--- config.mk ---
export PLATFORM = sky130hd
export DESIGN_NAME = mebm_top
export DESIGN_NICKNAME = d
export VERILOG_FILES = /design/src/mebm_pkg.sv /design/src/mebm_top.sv
export VERILOG_INCLUDE_DIRS = /design/src /design/src/src
export SDC_FILE = /design/constraint.sdc
export NUM_CORES = 1
export LEC_CHECK = 0
export ABC_CLOCK_PERIOD_IN_PS = 2400
export BUFFER_PORTS_ARGS = -buffer_cell sky130_fd_sc_hd__buf_2
export CAP_MARGIN = 20
export CORE_MARGIN = 3
export CORE_UTILIZATION = 41
export DETAILED_ROUTE_END_ITERATION = 8
export PLACE_DENSITY = 0.77
export RECOVER_POWER = 50
export SLEW_MARGIN = 0
export SYNTH_ARGS = -nofsm -noshare
export SYNTH_HDL_FRONTEND = slang
export SYNTH_SLANG_ARGS = --single-unit
export TNS_END_PERCENT = 5
--- constraint.sdc ---
create_clock -name core_clk -period 2.4 [get_ports core_clk]
set_input_delay 0.24 -clock core_clk [delete_from_list [all_inputs] [get_ports core_clk]]
set_output_delay 0.24 -clock core_clk [all_outputs]
set_load 0.05 [all_outputs]
--- src/mebm_map.svh ---
/*
 * Named constants of the external bus and boot-mode block.
 * Assumes one core_clk edge per crystal clock.
 */
`ifndef MEBM_MAP_SVH
`define MEBM_MAP_SVH

// phase counter: twelve phases per machine cycle, two halves of six
`define MEBM_PH_MC      5'h0C
`define MEBM_PH_HALF    5'h06
`define MEBM_HALF_OFS   4'h6
`define MEBM_PH_ZERO    4'h0
`define MEBM_STEP_STD   5'h01
`define MEBM_STEP_FAST  5'h02
`define MEBM_ALE_LEN    4'h2

// reset pin counts, in machine cycles
`define MEBM_CNT_ZERO   5'h00
`define MEBM_CNT_ONE    5'h01
`define MEBM_RST_MC     5'h02
`define MEBM_HOST_MC    5'h14
`define MEBM_CNT_SAT    5'h15

`define MEBM_BYTE_ZERO  8'h00
`define MEBM_BYTE_ONES  8'hFF
`define MEBM_NIB_ONES   4'hF

`endif

--- src/mebm_pkg.sv ---
/*
 * Types of the external bus and boot-mode block.
 * Assumes mebm_map.svh supplies the numeric constants.
 */
`default_nettype none

package mebm_pkg;

	typedef enum logic [1:0] {
		MODE_RESET,
		MODE_NORMAL,
		MODE_HOST
	} mebm_mode_t;

	typedef struct packed {
		logic [7:0] out;
		logic [7:0] oe_n;
	} mebm_pin8_t;

	typedef struct packed {
		logic        req;
		logic        write;
		logic        ptr16;
		logic [15:0] addr;
		logic [7:0]  wdata;
	} mebm_xreq_t;

	typedef struct packed {
		mebm_mode_t  mode;
		logic [3:0]  ph;
		logic [4:0]  rst_cnt;
		logic        host_pend;
		logic        ext_fetch;
		logic        data_cyc;
		mebm_xreq_t  xr;
		logic [7:0]  rdata;
		logic        ack;
		logic [7:0]  fetch_data;
		logic        fetch_valid;
		logic        program_store_strobe_n_prev;
		logic [7:0]  host_code;
		logic [7:0]  host_addr;
		logic [15:0] host_ctrl;
	} mebm_state_t;

endpackage : mebm_pkg

`default_nettype wire

--- src/mebm_top.sv ---
/*
 * External memory bus strobes, port pin roles and reset/boot-mode
 * selection of an 8-bit microcontroller.
 * Assumes core_clk is the crystal clock and all pin inputs are
 * synchronous to it; pin wires are resolved outside from oe_n.
 */
`default_nettype none

`include "mebm_map.svh"

// Contract
// reset pin high for two machine cycles resets the device.
// strobe pin forced low after 20 reset cycles selects host mode.
// internal execution keeps program store strobe high.
// external fetch pulses strobe twice per cycle, once in data cycles.
// address latch strobe marks low address on port zero each access.
// normal operation emits address latch strobe at crystal/6.
// each external data access omits one address latch pulse.
// inhibit bit set stops the address latch strobe.
// address latch pin is the low-active programming pulse input.
// external access low fetches externally, high internally.
// lock level 4 forces internal execution.
// port two drives high address during fetches and pointer accesses.
// host mode port zero takes code bytes, drives them when verifying.
// host presents low address on port one, control on ports two/three.
// port zero is open drain; a one floats.
// ports one to four are quasi-bidirectional; a one is released.
// port three bits six/seven are write and read strobes.
// machine cycle is 12 clocks, or 6 in fast mode.
// fast mode emits address latch strobe at crystal/3.
// operating mode latched at reset release, kept until next reset.
// inactive strobes are held high.
module mebm_top (
	input  wire logic                 core_clk,
	input  wire logic                 rst,
	input  wire logic                 reset_pin,
	input  wire logic                 six_clock_mode,
	input  wire logic                 address_latch_inhibit,
	input  wire logic                 external_access_n,
	input  wire logic                 lock_level4,
	input  wire logic [15:0]          fetch_addr,
	input  wire mebm_pkg::mebm_xreq_t xreq,
	input  wire logic [7:0]           port0_latch,
	input  wire logic [7:0]           port1_latch,
	input  wire logic [7:0]           port2_latch,
	input  wire logic [7:0]           port3_latch,
	input  wire logic [3:0]           port4_latch,
	input  wire logic                 host_verify,
	input  wire logic [7:0]           host_verify_byte,
	output logic                      xdata_ack,
	output logic [7:0]                xdata_rdata,
	output logic [7:0]                fetch_data,
	output logic                      fetch_valid,
	output logic                      in_reset,
	output logic                      host_mode,
	output logic                      ext_fetch,
	output logic [7:0]                host_code_byte,
	output logic [7:0]                host_addr_low,
	output logic [15:0]               host_ctrl,
	output logic                      programming_pulse_n,
	input  wire logic                 program_store_strobe_n_in,
	output logic                      program_store_strobe_n_out,
	output logic                      program_store_strobe_n_oe_n,
	input  wire logic                 ale_in,
	output logic                      ale_out,
	output logic                      ale_oe_n,
	input  wire logic [7:0]           port_zero_bus_in,
	output mebm_pkg::mebm_pin8_t      port_zero_bus,
	input  wire logic [7:0]           port_one_in,
	output mebm_pkg::mebm_pin8_t      port_one,
	input  wire logic [7:0]           port_two_high_address_in,
	output mebm_pkg::mebm_pin8_t      port_two_high_address,
	input  wire logic [7:0]           port_three_in,
	output mebm_pkg::mebm_pin8_t      port_three,
	output logic [3:0]                port_four_out,
	output logic [3:0]                port_four_oe_n
);
	import mebm_pkg::*;

	localparam mebm_state_t ST_RST = '0;
	localparam mebm_pin8_t PIN_FREE = '{out: `MEBM_BYTE_ZERO, oe_n: `MEBM_BYTE_ONES};

	mebm_state_t st_reg;
	mebm_state_t st_next;
	logic [4:0]  step;
	logic [4:0]  ph_inc;
	logic        half_end;
	logic        mc_end;
	logic        second;
	logic [3:0]  ho;
	logic        ale_win;
	logic        normal;
	logic        dfirst;
	logic        strobe;
	logic        program_store_strobe_n_active;
	mebm_pin8_t  p4;

	// released where the latch holds one, pulled low where zero
	function automatic mebm_pin8_t quasi_drive(input logic [7:0] latch);
		mebm_pin8_t p;
		p.out  = `MEBM_BYTE_ZERO;
		p.oe_n = latch;
		return p;
	endfunction : quasi_drive

	always_comb begin
		st_next = st_reg;
		step = six_clock_mode ? `MEBM_STEP_FAST : `MEBM_STEP_STD;
		ph_inc = {1'b0, st_reg.ph} + step;
		half_end = (ph_inc == `MEBM_PH_HALF);
		mc_end = (ph_inc >= `MEBM_PH_MC);
		st_next.ph = mc_end ? `MEBM_PH_ZERO : ph_inc[3:0];
		st_next.ack = 1'b0;
		st_next.fetch_valid = 1'b0;
		st_next.program_store_strobe_n_prev = program_store_strobe_n_in;
		if (!reset_pin) begin
			st_next.rst_cnt = `MEBM_CNT_ZERO;
		end else if (mc_end && st_reg.rst_cnt != `MEBM_CNT_SAT) begin
			st_next.rst_cnt = st_reg.rst_cnt + `MEBM_CNT_ONE;
		end
		unique case (st_reg.mode)
			MODE_RESET: begin
				// strobe pin is released here so the host can force it
				if (reset_pin && st_reg.rst_cnt > `MEBM_HOST_MC &&
				    st_reg.program_store_strobe_n_prev && !program_store_strobe_n_in) begin
					st_next.host_pend = 1'b1;
				end
				if (!reset_pin) begin
					st_next.mode = st_reg.host_pend ? MODE_HOST : MODE_NORMAL;
					st_next.ext_fetch = !external_access_n && !lock_level4;
				end
			end
			MODE_NORMAL: begin
				if (half_end && st_reg.data_cyc) begin
					st_next.ack = 1'b1;
					if (!st_reg.xr.write) begin
						st_next.rdata = port_zero_bus_in;
					end
				end
				if (st_reg.ext_fetch && (mc_end || (half_end && !st_reg.data_cyc))) begin
					st_next.fetch_data = port_zero_bus_in;
					st_next.fetch_valid = 1'b1;
				end
				// data accesses start only on a machine cycle boundary
				if (mc_end) begin
					st_next.data_cyc = xreq.req;
					st_next.xr = xreq;
				end
			end
			MODE_HOST: begin
				st_next.host_code = port_zero_bus_in;
				st_next.host_addr = port_one_in;
				st_next.host_ctrl = {port_three_in, port_two_high_address_in};
			end
		endcase
		if (reset_pin && st_reg.rst_cnt >= `MEBM_RST_MC && st_reg.mode != MODE_RESET) begin
			st_next.mode = MODE_RESET;
			st_next.host_pend = 1'b0;
			st_next.data_cyc = 1'b0;
		end
	end

	always_ff @(posedge core_clk) begin
		if (rst) begin
			st_reg <= ST_RST;
		end else begin
			st_reg <= st_next;
		end
	end

	always_comb begin
		second = (st_reg.ph >= `MEBM_HALF_OFS);
		ho = second ? st_reg.ph - `MEBM_HALF_OFS : st_reg.ph;
		ale_win = (ho < `MEBM_ALE_LEN);
		normal = (st_reg.mode == MODE_NORMAL);
		dfirst = st_reg.data_cyc && !second;
		strobe = dfirst && !ale_win;
		// the data half replaces one fetch pulse; its own ALE carries the data address
		program_store_strobe_n_active = normal && st_reg.ext_fetch && !ale_win && !dfirst;
	end

	// ALE keeps running even for internal code, usable as a clock
	assign ale_out = normal && ale_win && !address_latch_inhibit &&
	                 !(st_reg.data_cyc && second);
	assign ale_oe_n = !normal;
	assign programming_pulse_n = (st_reg.mode == MODE_HOST) ? ale_in : 1'b1;
	assign program_store_strobe_n_out = !program_store_strobe_n_active;
	assign program_store_strobe_n_oe_n = !normal;

	always_comb begin
		port_zero_bus = PIN_FREE;
		if (st_reg.mode == MODE_HOST) begin
			if (host_verify) begin
				port_zero_bus.oe_n = host_verify_byte;
			end
		end else if (normal && (st_reg.ext_fetch || dfirst)) begin
			if (ale_win) begin
				port_zero_bus.out = dfirst ? st_reg.xr.addr[7:0] : fetch_addr[7:0];
				port_zero_bus.oe_n = `MEBM_BYTE_ZERO;
			end else if (strobe && st_reg.xr.write) begin
				port_zero_bus.out = st_reg.xr.wdata;
				port_zero_bus.oe_n = `MEBM_BYTE_ZERO;
			end
		end else if (normal) begin
			port_zero_bus = quasi_drive(port0_latch);
		end
	end

	always_comb begin
		port_two_high_address = PIN_FREE;
		if (normal && ((st_reg.ext_fetch && !dfirst) || (dfirst && st_reg.xr.ptr16))) begin
			// driven both ways: strong pull-up on rising address bits
			port_two_high_address.out = dfirst ? st_reg.xr.addr[15:8] : fetch_addr[15:8];
			port_two_high_address.oe_n = `MEBM_BYTE_ZERO;
		end else if (normal) begin
			port_two_high_address = quasi_drive(port2_latch);
		end
	end

	always_comb begin
		port_three = PIN_FREE;
		port_one = PIN_FREE;
		p4 = PIN_FREE;
		if (normal) begin
			port_one = quasi_drive(port1_latch);
			p4 = quasi_drive({`MEBM_NIB_ONES, port4_latch});
			port_three = quasi_drive(port3_latch);
			if (dfirst) begin
				port_three.out[6] = !(strobe && st_reg.xr.write);
				port_three.out[7] = !(strobe && !st_reg.xr.write);
				port_three.oe_n[7:6] = 2'b00;
			end
		end
	end

	assign port_four_out = p4.out[3:0];
	assign port_four_oe_n = p4.oe_n[3:0];
	assign xdata_ack = st_reg.ack;
	assign xdata_rdata = st_reg.rdata;
	assign fetch_data = st_reg.fetch_data;
	assign fetch_valid = st_reg.fetch_valid;
	assign in_reset = (st_reg.mode == MODE_RESET);
	assign host_mode = (st_reg.mode == MODE_HOST);
	assign ext_fetch = st_reg.ext_fetch;
	assign host_code_byte = st_reg.host_code;
	assign host_addr_low = st_reg.host_addr;
	assign host_ctrl = st_reg.host_ctrl;
endmodule : mebm_top

`default_nettype wire

==> results.cfg, run 1 <==
[synth]
synth-edff-count = 0
synth.most_common_cell = nand2_1
async_flop_share = 0
syn-cell-area_um2 = 4860
ys_seq_area_frac = 0.374
syn_avg_cell_area_um2 = 8.11
synth_common_cells = 100 x nand2_1, 91 x dfxtp_1, 69 x buf_4, 60 x a21oi_1, 56 x nor2_1
netlist_instances = 600
synth_ff_type = dfxtp_1
ys_ff_latch = 91
synth_top_area_cell = dfxtp_1
synth_top_area_frac = 0.374
yosys_warnings = 0
synth_cell_type_count = 48
synth_area_leaders = dfxtp_1 37%, buf_4 11%, mux2i_1 9.5%

[layout]
finalNetCount = 924
largest_register_ffs = 40
drive_gt1_frac = 0.315
area_growth_pct = 27.3
stdcell_area_um2 = 6190

[flow_run]
cap_violations = 0

[global_route]
grt_pass1_vias = 4101
use_met2 = 0.349
grt_pass1_wl_mm = 20.3
use_met3 = 0.0395
grt_max_degree = 63
grt.busiest_layer = met2
grt_use_met1 = 0.237
grt_antenna_before_repair = 1
grt_overflow = 0
track_usage = 0.194

[worst_setup_path]
critPathMaxFanout = 7
arrival_ns = 2.59
cp-start-kind = flop
endpoint_kind = flop
cp_data_required_time_ns = 2.60
worstSetupPathType = flop to flop
r2r-start = st_reg[86]$_SDFF_PP0_
crit_path_start = st_reg[86]$_SDFF_PP0_

[clock_network]
ctsHoldBuffers = 0
root_buffer = clkbuf_16
cts_htree_levels = 3
path_clk_slew_ns = 0.07
clkLatencyLatePin_ns = 0.33
tritoncts = done
clockBufferDepth = 2
cts_buffers = 9
clkSinkCount = 91

[detailed_routing]
viasPerCell = 4.75
wl_mm = 13.8
dr.first_iter.drc_count = 228
drc_errors = 0
ant_nets = 0
vias = 4454
avgRoutedWirePerCell_um = 14.7
first_pass_iters = 4

[place]
place_area_um2 = 5790
gp_congestion = 0.791
port_buffers = 240
place_hpwl_mm = 10.1

[sta]
tightest_slew_ns = 0.697
slew_violations = 0
final-setup-viol-count = 0
max_freq_mhz = 418
hold_violations = 0
max_slew_margin = 0.535
finalCritPeriodShare = 0.996
rsz0062_at_grt = true
finalCriticalPeriod_ns = 2.39
tns_ns = 0
skew_ns = 0.00851

[worst_hold_path]
hp-class = input pin to flop
hold_path_startpoint = program_store_strobe_n_in

[die]
core-area_um2 = 11500
die-area_um2 = 13200
start_util = 0.422
core.rowCount = 39
die_w_um = 115
die_h_um = 115
io_pins = 259

[pwr]
power.total_mw = 3.81
p_per_area_nw_per_um2 = 615
power_leakage_nw = 2.51
vdd_drop_max_v = 0.000402

[outcome]
status = finished clean
## cell usage in the layout (no fill, tap or decap), types with 4 or more instances in the layout
cell / netlist / routed
a21o_1: 8 / 8
a21oi_1: 60 / 60
and2_1: 4 / 4
buf_2: 4 / 177
buf_4: 69 / 26
clkbuf_1: 27 / 51
clkbuf_16: 0 / 11
conb_1: 1 / 18
dfxtp_1: 91 / 88
ha_1: 5 / 4
inv_1: 9 / 8
mux2i_1: 46 / 46
nand2_1: 100 / 98
nand2b_1: 38 / 38
nand3_1: 18 / 18
nor2_1: 56 / 56
nor3_1: 4 / 4
o21a_1: 8 / 8
o21ai_0: 10 / 10
## power breakdown
group	internal (mW)	switching, mW	total, mW
logic	0.248	0.499	0.747
clock network	0.882	0.622	1.50
registers	1.53	0.0261	1.56
## timing repair
item,in CTS,in global routing
setup buffers,0,2
setup endpoints to repair,32,54
resized for setup,15,10
gates cloned,1,3
pin swaps,0,2
## per-stage QoR
step / std cells / hold slack [ns] / setup slack (ns) / utilization
2_1_floorplan: 617 / 0.368 / -0.263 / -
3_3_place_gp: 915 / 0.439 / -0.0192 / 0.502
3_5_place_dp: 915 / 0.443 / -0.0761 / 0.502
4_1_cts: 932 / 0.122 / 0.0280 / 0.535
5_1_grt: 938 / 0.139 / -0.0775 / 0.538
6_report: 938 / 0.135 / 0.00949 / 0.538
## final timing paths
path              slack, ns  cells past startpoint                         end
setup / recovery      0.009                      8     st_reg[69]$_SDFFE_PP0P_
hold / removal         0.14                      2       st_reg[32]$_SDFF_PP0_
setup reg to reg      0.009                      8     st_reg[69]$_SDFFE_PP0P_
hold reg to reg        0.45                      2  host_ctrl[13]$_SDFFE_PP0P_
## area by class of cell
cell class / count / area (um2)
antenna: 1 / 2.50
clock buffer: 11 / 253
clock inverter: 5 / 67.6
fill: 1134 / 5330
inverter: 10 / 41.3
multi-input combinational: 412 / 2390
sequential: 91 / 1830
tap: 143 / 179
timing repair buffer: 264 / 1420
timing repair inverter: 1 / 7.51
## kinds of logic after synthesis
kind of cell               Yosys count  share of synthesized area
buffers and inverters              114                      0.154
adders and majority gates            6                     0.0170
DFF                                 91                      0.374
muxes                               49                      0.102
AOI/OAI and AO/OA                  100                      0.122
xor gates and xnor gates             4                    0.00720
other                                1                   0.000771
and+or+nand+nor                    235                      0.222
## layer usage
metal,part of all wire,up-vias
met5,0,-
met3,0.070,14
met2,0.49,185
li1,-,2268
met4,0.014,0
met1,0.42,1987
## worst max-delay path, cell delays in order (launching register included)
cell       delay, ns
dfxtp_1         0.30
ha_2            0.17
fa_2            0.33
or3b_1          0.35
mux2_4          0.32
a21oi_4         0.30
clkbuf_16       0.23
mux2i_1         0.19
nor2_1          0.05
No activity file was read; power rests on OpenSTA's default activity.
==> run 2: changes to the inputs <==
- CELL_PAD_IN_SITES_DETAIL_PLACEMENT: unset -> 0
- CELL_PAD_IN_SITES_GLOBAL_PLACEMENT: unset -> 2
- CORE_UTILIZATION: 41 -> 22
- PLACE_DENSITY: 0.77 -> unset
- PLACE_DENSITY_LB_ADDON: unset -> 0.1
- SETUP_SLACK_MARGIN: unset -> 0.2
==> results.cfg, run 2 (synthesis gave the netlist of run 1 again) <==
[sta]
tightest_slew_ns = 0.805
skew_ns = 0.00750
tns_ns = 0
whs_ns = 0.127
setup_ws_ns = 0.0431
rsz0062_at_grt = true
max_freq_mhz = 424
hold_violations = 0
slew_violations = 0
finalCritPeriodShare = 0.982
final-setup-viol-count = 0
max_slew_margin = 0.466
finalCriticalPeriod_ns = 2.36

[layout]
layout_common_cells = 155 x buf_2, 96 x nand2_1, 86 x dfxtp_1
drive_gt1_frac = 0.347
largest_register_ffs = 40
final_common_cell = buf_2
finalNetCount = 928
area_growth_pct = 37.6
insertedDiodeCount = 0
instances_no_fill = 1073

[detailed_routing]
drc_errors = 0
vias = 4518
wl_mm = 17.0
avgRoutedWirePerCell_um = 15.9
dr.first_iter.drc_count = 165
viasPerCell = 4.21
ant_nets = 0
first_pass_iters = 4

[worst_setup_path]
arrival_ns = 2.57
crit_path_frequent_cell = buf_12
crit_chain = ha_4, fa_2, or3b_1, mux2_4, a21oi_4, buf_12, buf_12, mux2i_2, nor2_1
critPathMaxFanout = 7
r2r_slack_ns = 0.04
cp_data_required_time_ns = 2.62
slowest_delay_ns = 0.36
cp-start-kind = flop
slowest_stage = or3b_1
endpoint_kind = flop
worstSetupPathType = flop to flop

[clock_network]
clkLatencyLatePin_ns = 0.34
tritoncts = done
ctsHoldBuffers = 0
clkSinkCount = 91
cts_htree_levels = 3
path_clk_slew_ns = 0.07
cts_buffers = 9
clockBufferDepth = 2
root_buffer = clkbuf_16

[global_route]
grt_pass1_vias = 4611
grt_antenna_before_repair = 3
grt_pass1_wl_mm = 25.7
grt_max_degree = 71
track_usage = 0.137
grt_overflow = 0

[die]
die-area_um2 = 23900
start_util = 0.228
die_w_um = 155
die_h_um = 155
core.rowCount = 53
core-area_um2 = 21400
io_pins = 259

[place]
place_hpwl_mm = 12.5
pre_cts_slack_ns = -0.0993
gp_congestion = 0.808
dp_cells = 1052
port_buffers = 240

[pwr]
sw_frac_of_total = 0.318
p_sw_mw = 1.20
pwr-share-seq = 0.413
power_leakage_nw = 2.62
power.total_mw = 3.77
intPower_mw = 2.57
pwr-share-clk = 0.358
p_per_area_nw_per_um2 = 564
vdd_drop_max_v = 0.000248
power_frac_comb = 0.228

[worst_hold_path]
hp-class = input pin to flop

[flow_run]
cap_violations = 0

[outcome]
status = finished clean
## run 2: power groups by stage
stage          logic (mW)  clock network [mW]  registers (mW)
4_1_cts             0.855                1.42            1.56
3_5_place_dp        0.770                   0            1.59
2_1_floorplan       0.527                   0            1.58
3_3_place_gp        0.768                   0            1.58
5_1_grt             0.926                1.49            1.56
6_report            0.861                1.35            1.56
## run 2: path summary, 6_finish.rpt
check                                  end  cells past startpoint                        from
min          host_addr_low[5]$_SDFFE_PP0P_                      3              port_one_in[5]
min reg2reg     host_ctrl[10]$_SDFFE_PP0P_                      2  host_ctrl[10]$_SDFFE_PP0P_
max                st_reg[76]$_SDFFE_PP0P_                      9       st_reg[86]$_SDFF_PP0_
max reg2reg        st_reg[76]$_SDFFE_PP0P_                      9       st_reg[86]$_SDFF_PP0_
## run 2: routing by layer
layer / wire length (um) / global-route usage
met5: 34 / 0
met4: 206 / 0.0391
met3: 1440 / 0.0431
met2: 8230 / 0.235
met1: 7130 / 0.164
## run 2: through the flow
step                      utilization  cell area, um2
after floorplan                     -            4940
after global placement          0.281            6010
after detailed placement        0.281            6010
after CTS                       0.308            6570
after global routing            0.313            6690
final                           0.313            6690
## run 2: cell type report
type | count | area (um2)
multi-input combinational | 412 | 2520
fill | 2312 | 14700
clock buffer | 10 | 239
inverter | 10 | 41.3
timing repair buffer | 269 | 1670
tap | 275 | 344
clock inverter | 6 | 38.8
sequential | 91 | 1840
## run 2: worst max-delay path: cells and delay by family, from the launching register on
| family | cells | cell delay (ns) |
|---|---|---|
| simple gates | 2 | 0.42 |
| flops | 1 | 0.32 |
| compound gates | 1 | 0.17 |
| mux | 2 | 0.55 |
| buf+inv | 2 | 0.28 |
| fa+ha+maj | 2 | 0.49 |
## run 2: repair_timing
action,4_1_cts,5_1_grt
setup buffers,1,1
gates cloned,0,3
endpoints found under the setup margin,83,80
pin swaps,15,20
resized for setup,79,35
==> run 3: changes to the inputs <==
- ABC_AREA: unset -> 1
- CORE_UTILIZATION: 22 -> 20
==> results.cfg, run 3 <==
[worst_setup_path]
r2r-start = st_reg[87]$_SDFF_PP0_
worstRegToRegCells = 11
worstSetupPathType = flop to output port
cp-start-kind = flop
critPathMaxFanout = 8
crit_chain = nand2_4, inv_2, nor2_4, nand2_4, nand2_4, nand2_8, nor3_4, buf_8, nor2_4, nor2_2, buf_6
crit_cells = 11
slowest_stage = dfxtp_4
arrival_ns = 2.03
r2r-end = st_reg[63]$_SDFFE_PP0P_
slowest_delay_ns = 0.36
r2r_slack_ns = 0.27
endpoint_kind = output port
crit_path_frequent_cell = nand2_4
critPathBufInv = 3
crit_family = simple AND/OR/NAND/NOR gates
cp_data_required_time_ns = 2.16

[global_route]
grt_antenna_before_repair = 1
grt_overflow = 0
grt_pass1_wl_mm = 26.3
track_usage = 0.127
grt_max_degree = 49
grt_pass1_vias = 4937

[detailed_routing]
ant_nets = 0
wl_mm = 17.1
avgRoutedWirePerCell_um = 13.8
drc_errors = 0
vias = 4945
dr.first_iter.drc_count = 196
first_pass_iters = 4
viasPerCell = 3.99

[worst_hold_path]
hp-class = input pin to flop
hold_path_startpoint = program_store_strobe_n_in
hold_path_end = st_reg[32]$_SDFF_PP0_
min_path_cells = 3

[synth]
synth_top_area_frac = 0.375
ys_seq_area_frac = 0.375
synth_top_area_cell = dfxtp_1
async_flop_share = 0
ys_ff_latch = 91
synth_cell_type_count = 33
synth.most_common_cell = nor2_1
synth-edff-count = 0
syn-cell-area_um2 = 4860
syn_avg_cell_area_um2 = 6.83
yosys_warnings = 0
synth_ff_type = dfxtp_1
synth_area_leaders = dfxtp_1 38%, nor2_1 16%, buf_4 11%
netlist_instances = 711
synth_common_cells = 208 x nor2_1, 91 x dfxtp_1, 71 x o21ai_0, 70 x nand2_1, 69 x buf_4

[sta]
slew_violations = 0
rsz0062_at_grt = true
final-setup-viol-count = 0
finalCriticalPeriod_ns = 2.27
max_slew_margin = 0.571
setup_ws_ns = 0.129
max_freq_mhz = 440
tns_ns = 0
hold_violations = 0
finalCritPeriodShare = 0.946
tightest_slew_ns = 0.646
skew_ns = 0.00930

[pwr]
power.total_mw = 3.96
p_sw_mw = 1.26
sw_frac_of_total = 0.318
power_leakage_nw = 3.07
intPower_mw = 2.70
vdd_drop_max_v = 0.000289
power_frac_comb = 0.229
pwr-share-seq = 0.392
p_per_area_nw_per_um2 = 596
pwr-share-clk = 0.380

[layout]
final_common_cell = nor2_1
fin_util = 0.281
finalNetCount = 1050
area_growth_pct = 37.0
drive_gt1_frac = 0.337
largest_register_ffs = 40
layout_common_cells = 184 x nor2_1, 161 x buf_2, 87 x dfxtp_1
insertedDiodeCount = 0

[outcome]
status = finished clean

[clock_network]
ctsHoldBuffers = 0
path_clk_slew_ns = 0.07
clockBufferDepth = 2
cts_htree_levels = 3
clkSinkCount = 91
tritoncts = done
root_buffer = clkbuf_16
cts_buffers = 9
clkLatencyLatePin_ns = 0.34

[die]
die-area_um2 = 26200
die_w_um = 162
core-area_um2 = 23700
io_pins = 259
start_util = 0.205
die_h_um = 162
core.rowCount = 56

[place]
place_hpwl_mm = 12.9
pre_cts_slack_ns = 0.154
gp_congestion = 0.804
port_buffers = 240

[flow_run]
cap_violations = 0
## run 3: worst max-delay path by stage
stage                                end                   start  slack [ns]
6_report                port_zero_bus[3]   st_reg[88]$_SDFF_PP0_        0.13
5_1_grt                 port_zero_bus[3]   st_reg[88]$_SDFF_PP0_        0.02
4_1_cts                 port_zero_bus[0]   st_reg[88]$_SDFF_PP0_         0.1
3_5_place_dp     st_reg[63]$_SDFFE_PP0P_          six_clock_mode        0.15
3_3_place_gp           port_zero_bus[12]   st_reg[88]$_SDFF_PP0_        0.21
2_1_floorplan  port_two_high_address[10]  ext_fetch$_SDFFE_PP0P_        0.07
## run 3: kinds of logic after synthesis
group,share of synthesized area
AOI/OAI and AO/OA,0.125
xor gates and xnor gates,0.00361
adders and majority gates,0.0170
buffers and inverters,0.179
DFF,0.375
other,0.000772
and+or+nand+nor,0.299
## run 3: stage by stage
step	hold WS [ns]	std cells	area (um2)
floorplan	0.311	728	4950
global placement	0.461	1207	6030
finish	0.113	1239	6650
global route	0.109	1239	6650
detailed placement	0.460	1207	6030
CTS	0.0892	1235	6580
## run 3: per-layer routing
metal / track usage / part of all wire / vias up
met5: 0 / 0.00076 / -
met2: 0.223 / 0.48 / 180
met4: 0.0407 / 0.014 / 2
li1: - / - / 2553
met1: 0.150 / 0.43 / 2194
met3: 0.0326 / 0.072 / 16
## run 3: power groups by stage
stage | Clock, mW | Combinational (mW) | Sequential, mW
floorplan | 0 | 0.577 | 1.59
global placement | 0 | 0.831 | 1.59
detailed placement | 0 | 0.829 | 1.59
CTS | 1.59 | 0.891 | 1.55
global route | 1.64 | 0.982 | 1.56
finish | 1.51 | 0.907 | 1.55
## run 3: final cells by class
cell class	count	area (um2)
fill	2753	17000
inverter	56	214
clock buffer	11	253
timing repair buffer	270	1480
tap	319	399
timing repair inverter	1	7.51
clock inverter	5	60.1
multi-input combinational	486	2410
sequential	91	1830
## run 3: tightest hold or removal path, cell delays in order
cell,delay (ns)
buf_2,0.10
inv_1,0.04
nor2_1,0.03
## run 3: what timing repair did
| action | CTS | global route |
|---|---|---|
| gates resized for setup | 46 | 36 |
| endpoints found under the setup margin | 56 | 86 |
| pin swaps | 10 | 6 |
| buffers inserted | 10 | 3 |
| cloned | 2 | 1 |
